==> config.mk <==
export PLATFORM = sky130hd
export DESIGN_NAME = lcd_serial_command_decoder
export DESIGN_NICKNAME = d
export VERILOG_FILES = /design/src/design/lcd_pkg.sv /design/src/design/lcd_serial_command_decoder.sv
export SDC_FILE = /design/constraint.sdc
export NUM_CORES = 1
export LEC_CHECK = 0
export BUFFER_PORTS_ARGS = -buffer_cell sky130_fd_sc_hd__buf_2
export CORE_MARGIN = 3
export CORE_UTILIZATION = 35
export CTS_CLUSTER_SIZE = 20
export DETAILED_ROUTE_END_ITERATION = 6
export PLACE_DENSITY = 0.63
export SYNTH_ARGS = -nofsm -noshare
export SYNTH_HDL_FRONTEND = slang
export SYNTH_SLANG_ARGS = --single-unit
==> constraint.sdc <==
create_clock -name core_clk -period 2.2 [get_ports core_clk]
set_input_delay 0.22 -clock core_clk [delete_from_list [all_inputs] [get_ports core_clk]]
set_output_delay 0.22 -clock core_clk [all_outputs]
set_load 0.03 [all_outputs]
==> src/design/lcd_pkg.sv <==
// constants for the serial lcd command decoder
// assumes one core clock; serial link and source clock pins arrive asynchronously, apb pins are synchronous
package lcd_pkg;
    localparam int RAM_WORDS = 32;
    localparam int ADDR_W = 6;
    localparam int APB_AW = 8;
    // mode prefixes
    localparam logic [2:0] PFX_READ = 3'h6;
    localparam logic [2:0] PFX_WRITE = 3'h5;
    localparam logic [2:0] PFX_CMD = 3'h4;
    // last bit index of each field (length minus one), command X bit included
    localparam logic [3:0] CMD_LAST = 4'h8;
    localparam logic [3:0] ADDR_LAST = 4'h5;
    localparam logic [3:0] NIB_LAST = 4'h3;
    localparam logic [3:0] PFX_LAST = 4'h2;
    // system clock sources
    localparam logic [1:0] SRC_XTAL = 2'h1;
    localparam logic [1:0] SRC_RC = 2'h2;
    localparam logic [1:0] SRC_EXT = 2'h3;
    // source rates and derived division counts
    localparam int RC_HZ = 256000;
    localparam int XTAL_HZ = 32768;
    localparam int BASE_HZ = 256;
    localparam int TONE_HI_HZ = 4000;
    localparam int TONE_LO_HZ = 2000;
    localparam logic [15:0] RC_BASE_DIV = 16'(RC_HZ / BASE_HZ);
    localparam logic [15:0] XT_BASE_DIV = 16'(XTAL_HZ / BASE_HZ);
    localparam logic [15:0] RC_HI_DIV = 16'(RC_HZ / (2 * TONE_HI_HZ));
    localparam logic [15:0] RC_LO_DIV = 16'(RC_HZ / (2 * TONE_LO_HZ));
    localparam logic [15:0] XT_HI_DIV = 16'(XTAL_HZ / (2 * 4096));
    localparam logic [15:0] XT_LO_DIV = 16'(XTAL_HZ / (2 * 2048));
    // watchdog flag after this many time base periods
    localparam logic [2:0] WD_PERIODS = 3'h4;
    // power-on defaults
    localparam logic [2:0] RATE_RESET = 3'h7;
    localparam logic [1:0] COM_RESET = 2'h2;
    // apb map
    localparam logic [APB_AW-1:0] REG_CTRL = 8'h00;
    localparam logic [APB_AW-1:0] REG_STATUS = 8'h04;
    localparam int CTRL_LINK_EN = 0;
    localparam int CTRL_WD_CLR = 1;
    // synchroniser bit positions
    localparam int PIN_CS = 0;
    localparam int PIN_WR = 1;
    localparam int PIN_RD = 2;
    localparam int PIN_DAT = 3;
    localparam int PIN_SRC = 4;
    typedef enum logic [4:0] {
        ST_PREFIX = 5'b00001,
        ST_ADDR = 5'b00010,
        ST_WRITE = 5'b00100,
        ST_READ = 5'b01000,
        ST_CMD = 5'b10000
    } lcd_state_t;
endpackage

==> src/design/lcd_serial_command_decoder.sv <==
// serial command and data decoder of a 32x4 segment lcd controller
// assumes pins arrive asynchronously to core_clk and are much slower
//
// How it works
// RULE1: prefix 110, address msb first, nibble out lsb first
// RULE2: prefix 101, address, nibble lsb first stored
// RULE3: 101 plus read clock returns nibble, then rewrite
// RULE4: prefix 100, later words are commands directly
// RULE5: system disable stops oscillator and bias
// RULE6: system enable starts oscillator
// RULE7: display off and on steer bias generator
// RULE8: timer disable and enable gate time base; here they only gate its irq output, the counter keeps running
// RULE9: watchdog disable and enable gate flag output
// RULE10: tone off and on gate buzzer outputs
// RULE11: clear pattern resets time base counter
// RULE12: clear pattern resets watchdog stage
// RULE13: command word selects system clock source
// RULE14: configuration word sets bias and commons
// RULE15: tone frequency words pick 4 or 2 kHz
// RULE16: rate field picks 1 to 128 Hz
// RULE17: watchdog flag after four rate periods
// RULE18: test word enters test, normal word leaves
// RULE19: reset loads the power-on defaults
// RULE20: divisions follow the selected clock source
// RULE21: host should send full init after power-up
// RULE22: interrupt output disable and enable words
// RULE23: bits sampled on write clock rising edge
// RULE24: read bits driven on read clock falling edge
// RULE25: chip select high aborts and resets mode
`timescale 1ns/10ps
module lcd_serial_command_decoder
    import lcd_pkg::*;
#(
    parameter int RAM_DEPTH = RAM_WORDS
)(
    input wire logic core_clk,
    input wire logic rst,
    input wire logic psel,
    input wire logic penable,
    input wire logic pwrite,
    input wire logic [lcd_pkg::APB_AW-1:0] paddr,
    input wire logic [31:0] pwdata,
    output logic [31:0] prdata,
    output logic pready,
    output logic pslverr,
    input wire logic chipSelN,
    input wire logic writeClk,
    input wire logic readClk,
    input wire logic dataIn,
    output logic dataOut,
    output logic dataOe,
    input wire logic sourceClk,
    output logic buzzer_out,
    output logic buzzer_outN,
    output logic irqN,
    output logic sysOscEn,
    output logic biasEn,
    output logic biasThird,
    output logic [1:0] comSel,
    output logic [1:0] clkSrc,
    output logic testMode
);
    import lcd_pkg::*;

    if (RAM_DEPTH != RAM_WORDS)
    begin : g_bad_depth
        $error("ram depth must be 32 nibbles");
    end

    function automatic logic [15:0] srcDiv(input logic [1:0] src,
            input logic [15:0] rcVal, input logic [15:0] xtVal);
        srcDiv = (src == SRC_XTAL) ? xtVal : rcVal;
    endfunction

    logic [4:0] syncA;
    logic [4:0] syncB;
    logic wrPrev;
    logic rdPrev;
    logic srcPrev;
    lcd_state_t state;
    logic [3:0] bitCnt;
    logic [1:0] rdCnt;
    logic [8:0] shiftReg;
    logic [ADDR_W-1:0] ram_address_bits;
    logic [2:0] ram_nibble_bits;
    logic readMode;
    logic rmwRead;
    logic [3:0] ram [RAM_WORDS];
    logic linkEnable;
    logic timebaseEn;
    logic watchdogEn;
    logic toneEn;
    logic toneHigh;
    logic irqEn;
    logic [2:0] rateSel;
    logic [15:0] baseCnt;
    logic [7:0] tbCnt;
    logic tbPrev;
    logic [2:0] wdCnt;
    logic wdFlag;
    logic [15:0] toneCnt;
    logic toneWave;

    // pin synchronisers
    always_ff @(posedge core_clk)
    begin
        syncA <= {sourceClk, dataIn, readClk, writeClk, chipSelN};
        syncB <= syncA;
        wrPrev <= syncB[PIN_WR];
        rdPrev <= syncB[PIN_RD];
        srcPrev <= syncB[PIN_SRC];
    end

    wire selected = ~syncB[PIN_CS] & linkEnable;
    wire wrRise = syncB[PIN_WR] & ~wrPrev; // RULE23
    wire rdFall = ~syncB[PIN_RD] & rdPrev; // RULE24
    wire srcRise = syncB[PIN_SRC] & ~srcPrev;
    wire din = syncB[PIN_DAT];
    wire [2:0] prefix = {shiftReg[1:0], din};
    wire [4:0] ramIdx = ram_address_bits[4:0];
    wire takeBit = selected & wrRise;
    wire ramWe = takeBit & (state == ST_WRITE) & (bitCnt == NIB_LAST);
    wire cmdDone = takeBit & (state == ST_CMD) & (bitCnt == CMD_LAST);
    wire [7:0] cmdWord = shiftReg[7:0];

    // serial front end
    always_ff @(posedge core_clk)
    begin
        if (rst || !selected)
        begin
            state <= ST_PREFIX; // RULE25
            bitCnt <= 4'h0;
            rdCnt <= 2'h0;
            rmwRead <= 1'b0;
            readMode <= 1'b0;
        end
        else if (wrRise)
        begin
            shiftReg <= {shiftReg[7:0], din};
            bitCnt <= bitCnt + 4'h1;
            case (state)
                ST_PREFIX:
                begin
                    if (bitCnt == PFX_LAST)
                    begin
                        bitCnt <= 4'h0;
                        readMode <= (prefix == PFX_READ); // RULE1
                        if (prefix == PFX_READ || prefix == PFX_WRITE) // RULE2
                            state <= ST_ADDR;
                        else if (prefix == PFX_CMD) // RULE4
                            state <= ST_CMD;
                    end
                end
                ST_ADDR:
                begin
                    ram_address_bits <= {ram_address_bits[ADDR_W-2:0], din}; // RULE1
                    if (bitCnt == ADDR_LAST)
                    begin
                        bitCnt <= 4'h0;
                        state <= readMode ? ST_READ : ST_WRITE;
                    end
                end
                ST_WRITE:
                begin
                    // host owns the line again once write bits start
                    rmwRead <= 1'b0; // RULE3
                    if (bitCnt != NIB_LAST)
                        ram_nibble_bits[bitCnt[1:0]] <= din; // RULE2
                    if (bitCnt == NIB_LAST)
                    begin
                        bitCnt <= 4'h0;
                        rdCnt <= 2'h0;
                        ram_address_bits <= ram_address_bits + 6'h01;
                    end
                end
                ST_CMD:
                begin
                    if (bitCnt == CMD_LAST)
                        bitCnt <= 4'h0; // RULE4
                end
                ST_READ:
                    bitCnt <= 4'h0;
                default:
                    state <= ST_PREFIX;
            endcase
        end
        else if (rdFall && (state == ST_READ || state == ST_WRITE))
        begin
            rdCnt <= rdCnt + 2'h1; // RULE24
            if (state == ST_WRITE)
                rmwRead <= 1'b1; // RULE3
            else if (rdCnt == NIB_LAST[1:0])
                ram_address_bits <= ram_address_bits + 6'h01; // RULE1
        end
    end

    // display memory
    always_ff @(posedge core_clk)
    begin
        if (ramWe)
            ram[ramIdx] <= {din, ram_nibble_bits}; // RULE2
    end

    always_ff @(posedge core_clk)
    begin
        if (rst)
            dataOut <= 1'b0;
        else if (rdFall)
            dataOut <= ram[ramIdx][rdCnt]; // RULE3
    end

    assign dataOe = selected & ((state == ST_READ) | ((state == ST_WRITE) & rmwRead));

    // command word decode
    wire isSys = cmdDone & (cmdWord[7:4] == 4'h0);
    wire isSysDis = isSys & (cmdWord[3:0] == 4'h0);
    wire isSysEn = isSys & (cmdWord[3:0] == 4'h1);
    wire isBias = isSys & (cmdWord[3:1] == 3'h1);
    wire isTimer = isSys & (cmdWord[3:2] == 2'h1) & ~cmdWord[0];
    wire isWatch = isSys & (cmdWord[3:2] == 2'h1) & cmdWord[0];
    wire isTone = isSys & (cmdWord[3:1] == 3'h4);
    wire isTbClr = isSys & (cmdWord[3:2] == 2'h3);
    wire isWdClr = isSys & (cmdWord[3:1] == 3'h7);
    wire isSrc = cmdDone & (cmdWord[7:4] == 4'h1) & (cmdWord[3:2] != 2'h0);
    wire isLcdCfg = cmdDone & (cmdWord[7:4] == 4'h2) & (cmdWord[3:2] != 2'h3);
    wire isFreq = cmdDone & (cmdWord[7:6] == 2'h1);
    wire isIrq = cmdDone & (cmdWord[7:5] == 3'h4);
    wire isRate = cmdDone & (cmdWord[7:5] == 3'h5);
    wire isTest = cmdDone & (cmdWord == 8'hE0);
    wire isNormal = cmdDone & (cmdWord == 8'hE3);
    wire apbWrite = psel & penable & pwrite;
    wire apbWdClr = apbWrite & (paddr == REG_CTRL) & pwdata[CTRL_WD_CLR];

    // configuration state
    always_ff @(posedge core_clk)
    begin
        if (rst)
        begin
            sysOscEn <= 1'b0; // RULE19
            biasEn <= 1'b0;
            timebaseEn <= 1'b0;
            watchdogEn <= 1'b0;
            toneEn <= 1'b0;
            toneHigh <= 1'b0;
            clkSrc <= SRC_RC;
            biasThird <= 1'b0;
            comSel <= COM_RESET;
            irqEn <= 1'b0;
            rateSel <= RATE_RESET;
            testMode <= 1'b0;
        end
        else
        begin
            if (isSysDis)
            begin
                sysOscEn <= 1'b0; // RULE5
                biasEn <= 1'b0;
            end
            if (isSysEn)
                sysOscEn <= 1'b1; // RULE6
            if (isBias)
                biasEn <= cmdWord[0]; // RULE7
            if (isTimer)
                timebaseEn <= cmdWord[1]; // RULE8
            if (isWatch)
                watchdogEn <= cmdWord[1]; // RULE9
            if (isTone)
                toneEn <= cmdWord[0]; // RULE10
            if (isSrc)
                clkSrc <= cmdWord[3:2]; // RULE13
            if (isLcdCfg)
            begin
                biasThird <= cmdWord[0]; // RULE14
                comSel <= cmdWord[3:2];
            end
            if (isFreq)
                toneHigh <= ~cmdWord[5]; // RULE15
            if (isIrq)
                irqEn <= cmdWord[3]; // RULE22
            if (isRate)
                rateSel <= cmdWord[2:0]; // RULE16
            if (isTest)
                testMode <= 1'b1; // RULE18
            if (isNormal)
                testMode <= 1'b0;
        end
    end

    // time base and watchdog; external source ignores system disable
    wire running = sysOscEn | (clkSrc == SRC_EXT);
    wire [15:0] baseDiv = srcDiv(clkSrc, RC_BASE_DIV, XT_BASE_DIV); // RULE20
    wire baseTick = running & srcRise & (baseCnt >= baseDiv - 16'h0001);
    wire [2:0] tbSel = 3'h7 - rateSel;
    wire tbWave = tbCnt[tbSel]; // RULE16
    wire tbEdge = tbWave & ~tbPrev;

    always_ff @(posedge core_clk)
    begin
        if (rst || isTbClr)
        begin
            baseCnt <= 16'h0000; // RULE11
            tbCnt <= 8'h00;
        end
        else if (running && srcRise)
        begin
            baseCnt <= baseTick ? 16'h0000 : baseCnt + 16'h0001;
            tbCnt <= tbCnt + {7'h00, baseTick};
        end
    end

    always_ff @(posedge core_clk)
    begin
        if (rst)
            tbPrev <= 1'b0;
        else
            tbPrev <= tbWave;
    end

    always_ff @(posedge core_clk)
    begin
        if (rst)
        begin
            wdCnt <= 3'h0;
            wdFlag <= 1'b0;
        end
        else if (tbEdge && !wdFlag && wdCnt == WD_PERIODS - 3'h1)
        begin
            wdCnt <= wdCnt + 3'h1; // set wins over a clear in the same cycle
            wdFlag <= 1'b1;
        end
        else if (isWdClr || apbWdClr)
        begin
            wdCnt <= 3'h0; // RULE12
            wdFlag <= 1'b0;
        end
        else if (tbEdge && !wdFlag)
        begin
            wdCnt <= wdCnt + 3'h1; // RULE17
            wdFlag <= (wdCnt == WD_PERIODS - 3'h1);
        end
    end

    always_ff @(posedge core_clk)
    begin
        if (rst)
            irqN <= 1'b1;
        else
            irqN <= ~(irqEn & ((timebaseEn & tbWave) | (watchdogEn & wdFlag))); // RULE22
    end

    // tone generator
    wire [15:0] toneDiv = toneHigh ? srcDiv(clkSrc, RC_HI_DIV, XT_HI_DIV)
                                   : srcDiv(clkSrc, RC_LO_DIV, XT_LO_DIV); // RULE20
    wire toneOn = toneEn & running;

    always_ff @(posedge core_clk)
    begin
        if (rst || !toneOn)
        begin
            toneCnt <= 16'h0000;
            toneWave <= 1'b0;
        end
        else if (srcRise)
        begin
            if (toneCnt >= toneDiv - 16'h0001)
            begin
                toneCnt <= 16'h0000;
                toneWave <= ~toneWave; // RULE15
            end
            else
                toneCnt <= toneCnt + 16'h0001;
        end
    end

    always_ff @(posedge core_clk)
    begin
        if (rst)
        begin
            buzzer_out <= 1'b0;
            buzzer_outN <= 1'b0;
        end
        else
        begin
            buzzer_out <= toneOn & toneWave; // RULE10
            buzzer_outN <= toneOn & ~toneWave;
        end
    end

    // apb slave
    wire hitCtrl = (paddr == REG_CTRL);
    wire hitStatus = (paddr == REG_STATUS);
    wire [31:0] statusWord = {12'h000, state == ST_PREFIX, wdFlag, testMode,
        rateSel, irqEn, comSel, biasThird, clkSrc, toneHigh, toneEn,
        watchdogEn, timebaseEn, biasEn, sysOscEn};

    assign pready = 1'b1;
    assign pslverr = psel & penable & ~(hitCtrl | hitStatus);

    always_ff @(posedge core_clk)
    begin
        if (rst)
            linkEnable <= 1'b1;
        else if (apbWrite && hitCtrl)
            linkEnable <= pwdata[CTRL_LINK_EN];
    end

    always_ff @(posedge core_clk)
    begin
        if (rst)
            prdata <= 32'h0000_0000;
        else if (psel && !penable && !pwrite)
            prdata <= hitStatus ? statusWord
                    : hitCtrl ? {31'h0000_0000, linkEnable} : 32'h0000_0000;
    end
endmodule // lcd_serial_command_decoder

==> impl_metrics.yaml, run 1 <==
status:
  outcome: "completed"
pwr:
  power.share.clock_pct: 44.0
  p_sw_w: 0.00199
  vdd_ir_drop_max_uv: 497
  pwr-share-comb_pct: 3.1
  leakage_nw: 4.89
  internal_power_w: 0.00771
  switching_share_pct: 20.5
  share_seq_of_total_power_pct: 52.8
  power_density_cells_nw_per_um2: 732
finish:
  area_growth_pct: 19.2
  num-nets-final: 1100
  fillerInstances: 2835
  drive_above_1_share_pct: 24.8
  finalCoreUtilization_pct: 42.8
  ff_latch_area_sq_um: 6650
  diodes: 0
  area_used_by_multi_input_combinational_logic_sq_um: 4210
clock_network:
  clock_latency_ns: 0.52
  worst_setup_hold_path_clk_slew_ns: 0.06
  clock_sinks: 260
  clock_tree.buffer_depth: 3
  numCtsBuffers: 27
  cts_root_buffer: "clkbuf_16"
  number_of_h_tree_levels: 1
  cts_tree: "built"
sta:
  period_utilisation_layout_pct: 95.8
  setup_repair_after_global_routing_missed_its_margin: "yes"
  fmax_ghz: 0.474
  fin_tns_setup_ns: 0
  clock-skew-final_ns: 0.0105
  worst-slew-pin-transition_ns: 0.721
  hold_violations: 0
  drv_slew: 0
  final-setup-viol-count: 0
  finalCriticalPeriod_ns: 2.11
  max-slew-margin-rel_pct: 51.7
logic_synthesis:
  syn_avg_cell_area_sq_um: 12.3
  postSynth.topFlopCell: "edfxtp_1"
  syn_area_sq_um: 11100
  post_synth_num_cell_types: 73
  synth-seq-area-share_pct: 59.7
  ys_async_sr_fraction_pct: 0
  ys_top_cells_by_count: "144 x edfxtp_1, 134 x nor2_1, 116 x dfxtp_1"
  ys_seq_elements: 260
  yosys_warnings: 0
  synth-edff-count: 144
  yosysMostFrequentCell: "edfxtp_1"
  netlist.area_leader.share_pct: 38.9
  gate_count_of_the_mapped_netlist: 904
  synth.largest_area_cell: "edfxtp_1"
  ys_top_cells_by_area: "edfxtp_1 39%, dfxtp_1 21%, mux4_2 5.5%, nor2_1 4.5%, mux2i_1 3.1%"
die:
  die_area_sq_um: 34000
  area_of_the_core_region_sq_um: 31000
  die_width_um: 184
  starting_density_pct: 35.9
  placement_rows: 64
  floorplan.io_pins: 97
  fp.dieH_um: 184
worst_setup_path:
  kind_of_end_point_of_the_critical_path: "register"
  criticalPathCategory: "reg -> reg"
  required_ns: 2.60
  timing.reg2reg.worst_path_depth: 11
  critical_path_arrival_ns: 2.51
  r2r_startpoint: "clkSrc[1]"
  setup.worst_path.start_class: "register"
  reg2reg_setup_slack_ns: 0.09
  worst_r2r_end: "toneWave"
  worst-path-max-fanout: 3
worst_hold_path:
  hold_path.class: "in -> reg"
  worstHoldEndpoint: "linkEnable"
  hold_start: "paddr[2]"
  holdPathStages: 4
placement:
  post-dp-hpwl_mm: 16.1
  gp_congestion: 0.864
  placement.io_buffers: 51
grt:
  grt_first_pass_wirelength_mm: 37.9
  initial_antenna_violation_count: 0
  gr-total-overflow: 0
  groute.usage.overall_pct: 13.8
  first_global_vias: 7198
  grt_max_degree: 40
drt:
  avgRoutedWirePerCell_um: 16.3
  routed-via-count: 7329
  post-route-drc-count: 0
  starting_drt_drc_count: 471
  detail_route.vias_per_cell: 5.07
  detailedRoute.firstPassIterationCount: 5
  antenna_violating_nets_left: 0
  postRouteWirelength_mm: 23.5
run:
  max_cap_violations: 0
-- layer usage --
| metal | part of all wire (%) | GRT usage [%] |
|---|---|---|
| met1 | 46 | 18.9 |
| met3 | 4.9 | 1.97 |
| met5 | 0 | 0 |
| met4 | 2.3 | 4.32 |
| met2 | 47 | 22.7 |
-- flip-flops by register name (all words and copies together), names as in the netlist, 4 cells and up, named ones only --
| register | flops |
|---|---|
| bitCnt | 4 |
| ram | 128 |
| state | 5 |
| toneCnt | 16 |
| ram_address_bits | 5 |
| syncB | 5 |
| prdata | 18 |
| tbCnt | 8 |
| shiftReg | 8 |
| syncA | 5 |
| baseCnt | 16 |
-- power by group through the flow --
| stage | sequential, W | clock [W] | combinational [W] |
|---|---|---|---|
| global route | 0.00513 | 0.00458 | 0.000331 |
| CTS | 0.00513 | 0.00440 | 0.000303 |
| floorplan | 0.00523 | 0 | 0.000216 |
| global placement | 0.00523 | 0 | 0.000292 |
| detailed placement | 0.00523 | 0 | 0.000294 |
| finish | 0.00513 | 0.00427 | 0.000303 |
-- kinds of logic after synthesis --
| kind of cell | Yosys count | share of synthesized area, % |
|---|---|---|
| AOI/OAI and AO/OA | 114 | 7.22 |
| xor gates and xnor gates | 30 | 2.36 |
| adders and majority gates | 20 | 2.25 |
| buffers and inverters | 78 | 3.86 |
| DFF | 260 | 59.7 |
| muxes | 73 | 9.73 |
| other | 2 | 0.0675 |
| and+or+nand+nor | 327 | 14.8 |
-- worst max-delay path, stage by stage, from the launching register on --
cell and delay [ns]:
dfxtp_4 0.34, nand2b_4 0.12, buf_6 0.09, inv_1 0.05, and2_1 0.15, ha_1 0.29, a21o_1 0.15, a21o_1 0.15
a21o_1 0.16, a21oi_2 0.16, nor2_1 0.06, mux2_2 0.26
-- layout by cell type, fill, tap and decap left out, types with 18 or more instances in the layout --
cell / instances
edfxtp_1: 144
nor2_1: 117
dfxtp_1: 113
buf_4: 76
nand2_1: 57
buf_2: 51
mux2i_1: 35
mux4_2: 27
clkbuf_16: 27
nand3_1: 24
xor2_1: 21
inv_1: 20
a21oi_1: 20
a22oi_1: 19
ha_1: 18
-- metrics by stage --
step           instance area [sq um]  hold WS, ns  setup WS, ns  instances  power, W
2_1_floorplan                  11200        0.248        0.0279        917   0.00545
3_3_place_gp                   12200        0.315       -0.0864       1386   0.00552
3_5_place_dp                   12200        0.313       -0.0738       1386   0.00553
4_1_cts                        13100        0.121       -0.0126       1442   0.00983
5_1_grt                        13300        0.159       -0.0764       1446    0.0100
6_report                       13300        0.141        0.0914       1446   0.00970
-- cell type report --
| class | instances | share of cell area [%] |
|---|---|---|
| Sequential cell | 260 | 50.1 |
| Inverter | 22 | 0.622 |
| Multi-Input combinational cell | 579 | 31.8 |
| Clock buffer | 38 | 5.66 |
| Tap cell | 396 | 3.73 |
| Clock inverter | 11 | 0.613 |
| Timing Repair Buffer | 140 | 7.47 |
-- worst max path at each step --
stage                   to      start  slack, ns
2_1_floorplan  toneCnt[10]  clkSrc[1]       0.03
3_3_place_gp      tbCnt[4]  clkSrc[1]      -0.09
4_1_cts         ram[17][3]   state[4]      -0.01
6_report          toneWave  clkSrc[1]       0.09
3_5_place_dp      tbCnt[4]  clkSrc[1]      -0.07
5_1_grt         ram[15][1]   state[4]      -0.08
-- what timing repair did --
item | 4_1_cts | 5_1_grt
gates cloned | 0 | 1
hold endpoints to repair | 6 | 0
buffers inserted | 1 | 3
endpoints found under the setup margin | 29 | 146
hold buffers | 6 | 0
gates resized for setup | 5 | 31
pin swaps | 1 | 13
(Power assumes the default switching activity.)
==> run 2, diff against run 1 <==
--- a/config.mk
+++ b/config.mk
@@ -8,6 +8,7 @@
 export BUFFER_PORTS_ARGS = -buffer_cell sky130_fd_sc_hd__buf_2
 export CORE_MARGIN = 3
 export CORE_UTILIZATION = 35
+export CTS_BUF_LIST = sky130_fd_sc_hd__clkbuf_4 sky130_fd_sc_hd__clkbuf_8 sky130_fd_sc_hd__clkbuf_16
 export CTS_CLUSTER_SIZE = 20
 export DETAILED_ROUTE_END_ITERATION = 6
 export PLACE_DENSITY = 0.63
==> run 2 against run 1 <==
  * Flip-flop and latch count stayed put
  * Clock skew is 0.0017 ns lower
  * Routed wire length about the same
  * Combinational power about the same
  * Non-clock buffer count stayed put
  * Final area is 0.20% higher
  * Count of clock-buffer cells in the layout stayed put
  * Global-route usage is essentially flat
  * Fmax barely moved
  * First-iteration DRC count fell by 0.21%
  * Final cell count unchanged
==> impl_metrics.yaml, run 2 (synthesis gave the netlist of run 1 again) <==
status:
  outcome: "completed"
sta:
  clock-skew-final_ns: 0.00874
  setup_ws_ns: 0.0924
  period_utilisation_layout_pct: 95.8
  setup_repair_after_global_routing_missed_its_margin: "yes"
  max-slew-margin-rel_pct: 51.3
  hold_violations: 0
  fmax_ghz: 0.474
  final-setup-viol-count: 0
  worst-slew-pin-transition_ns: 0.727
  finalCriticalPeriod_ns: 2.11
  drv_slew: 0
finish:
  layout.cells.most_common_list: "144 x edfxtp_1, 117 x nor2_1, 113 x dfxtp_1"
  num-nets-final: 1100
  fillerInstances: 2833
  area_growth_pct: 19.5
  largest_register: "ram"
  layout.cells.most_common: "edfxtp_1"
  diodes: 0
  largest_register_ff_count: 128
  reg_top3: "ram: 128 flops, prdata: 18 flops"
  drive_above_1_share_pct: 25.4
die:
  die_area_sq_um: 34000
  area_of_the_core_region_sq_um: 31000
  die_width_um: 184
  floorplan.io_pins: 97
  fp.dieH_um: 184
  starting_density_pct: 35.9
  placement_rows: 64
clock_network:
  clock_sinks: 260
  clock_tree.buffer_depth: 3
  number_of_h_tree_levels: 1
  cts_tree: "built"
  numCtsBuffers: 27
  cts_root_buffer: "clkbuf_16"
  worst_setup_hold_path_clk_slew_ns: 0.06
  clock_latency_ns: 0.52
drt:
  post-route-drc-count: 0
  detailedRoute.firstPassIterationCount: 5
  detail_route.vias_per_cell: 5.09
  postRouteWirelength_mm: 23.5
  avgRoutedWirePerCell_um: 16.3
  starting_drt_drc_count: 470
  antenna_violating_nets_left: 0
  routed-via-count: 7359
pwr:
  power_density_cells_nw_per_um2: 736
  total_power_w: 0.00979
  vdd_ir_drop_max_uv: 496
  leakage_nw: 4.91
grt:
  groute.usage.overall_pct: 13.8
  grt_max_degree: 40
  grt_first_pass_wirelength_mm: 37.9
  first_global_vias: 7190
  initial_antenna_violation_count: 0
  gr-total-overflow: 0
worst_setup_path:
  critical-path-max-stage-delay_ns: 0.34
  worst-path-max-fanout: 3
  setup.worst_path.start_class: "register"
  criticalPathCategory: "reg -> reg"
  cp.buffers_inverters: 2
  crit_top_cell: "a21o_1"
  timing.critical_path.cells: "nand2b_4, buf_6, inv_1, and2_1, ha_1, a21o_1, a21o_1, a21o_1, a21oi_2, nor2_1, mux2_2"
  required_ns: 2.60
  critPathSlowestCell: "dfxtp_4"
  timing.critical_path.max_delay_family: "compound AO/OA/AOI/OAI gates"
  kind_of_end_point_of_the_critical_path: "register"
  critical_path_arrival_ns: 2.51
placement:
  gp_congestion: 0.864
  placement.io_buffers: 51
  post-dp-hpwl_mm: 16.1
  dpl_worst_slack_ns: -0.0738
worst_hold_path:
  hold_path.class: "in -> reg"
run:
  max_cap_violations: 0
-- run 2: path summary, 6_finish.rpt --
path                 to  startpoint  slack, ns  cells past startpoint
max            toneWave   clkSrc[1]       0.09                     11
min          linkEnable    paddr[2]       0.14                      4
max reg2reg    toneWave   clkSrc[1]       0.09                     11
min reg2reg    syncB[0]    syncA[0]       0.33                      0
-- run 2: tightest hold or removal path, cell delays in order --
cell	delay, ns
buf_2	0.11
nor3b_1	0.07
a21oi_1	0.14
o21ai_0	0.07
-- run 2: final cells by class --
| cell class | count | area, sq um | share of cell area [%] |
|---|---|---|---|
| timing repair buffer | 140 | 991 | 7.45 |
| multi-input combinational | 579 | 4210 | 31.7 |
| inverter | 22 | 82.6 | 0.621 |
| clock inverter | 11 | 81.3 | 0.612 |
| tap | 396 | 495 | 3.73 |
| sequential | 260 | 6650 | 50.0 |
| clock buffer | 38 | 777 | 5.85 |
-- run 2: timing repair --
action / in CTS / in global routing
buffers inserted: 1 / 3
setup endpoints to repair: 29 / 146
gates resized for setup: 5 / 31
pin swaps: 1 / 13
hold buffers: 6 / 0
hold endpoints to repair: 6 / 0
cloned: 0 / 1
-- run 2: per-layer routing --
metal,GRT usage [%],vias to the layer above,part of all wire (%)
li1,-,3540,-
met4,4.32,0,2.3
met3,1.97,49,4.8
met2,22.6,162,47
met5,0,-,0
met1,18.9,3608,46
-- run 2: metrics by stage --
step / util [%] / hold slack [ns] / cell area [sq um] / cells / TNS (ns)
global route: 42.9 / 0.159 / 13300 / 1446 / -2.30
CTS: 42.5 / 0.121 / 13200 / 1442 / -0.0668
floorplan: - / 0.248 / 11200 / 917 / 0
finish: 42.9 / 0.141 / 13300 / 1446 / 0
detailed placement: 39.4 / 0.313 / 12200 / 1386 / -0.162
global placement: 39.4 / 0.315 / 12200 / 1386 / -0.140
-- run 2: where the power goes --
part           switching [W]  internal [W]  leakage [nW]
logic               0.000187      0.000116          2.24
registers          0.0000201       0.00511          2.24
clock network        0.00178       0.00258         0.434
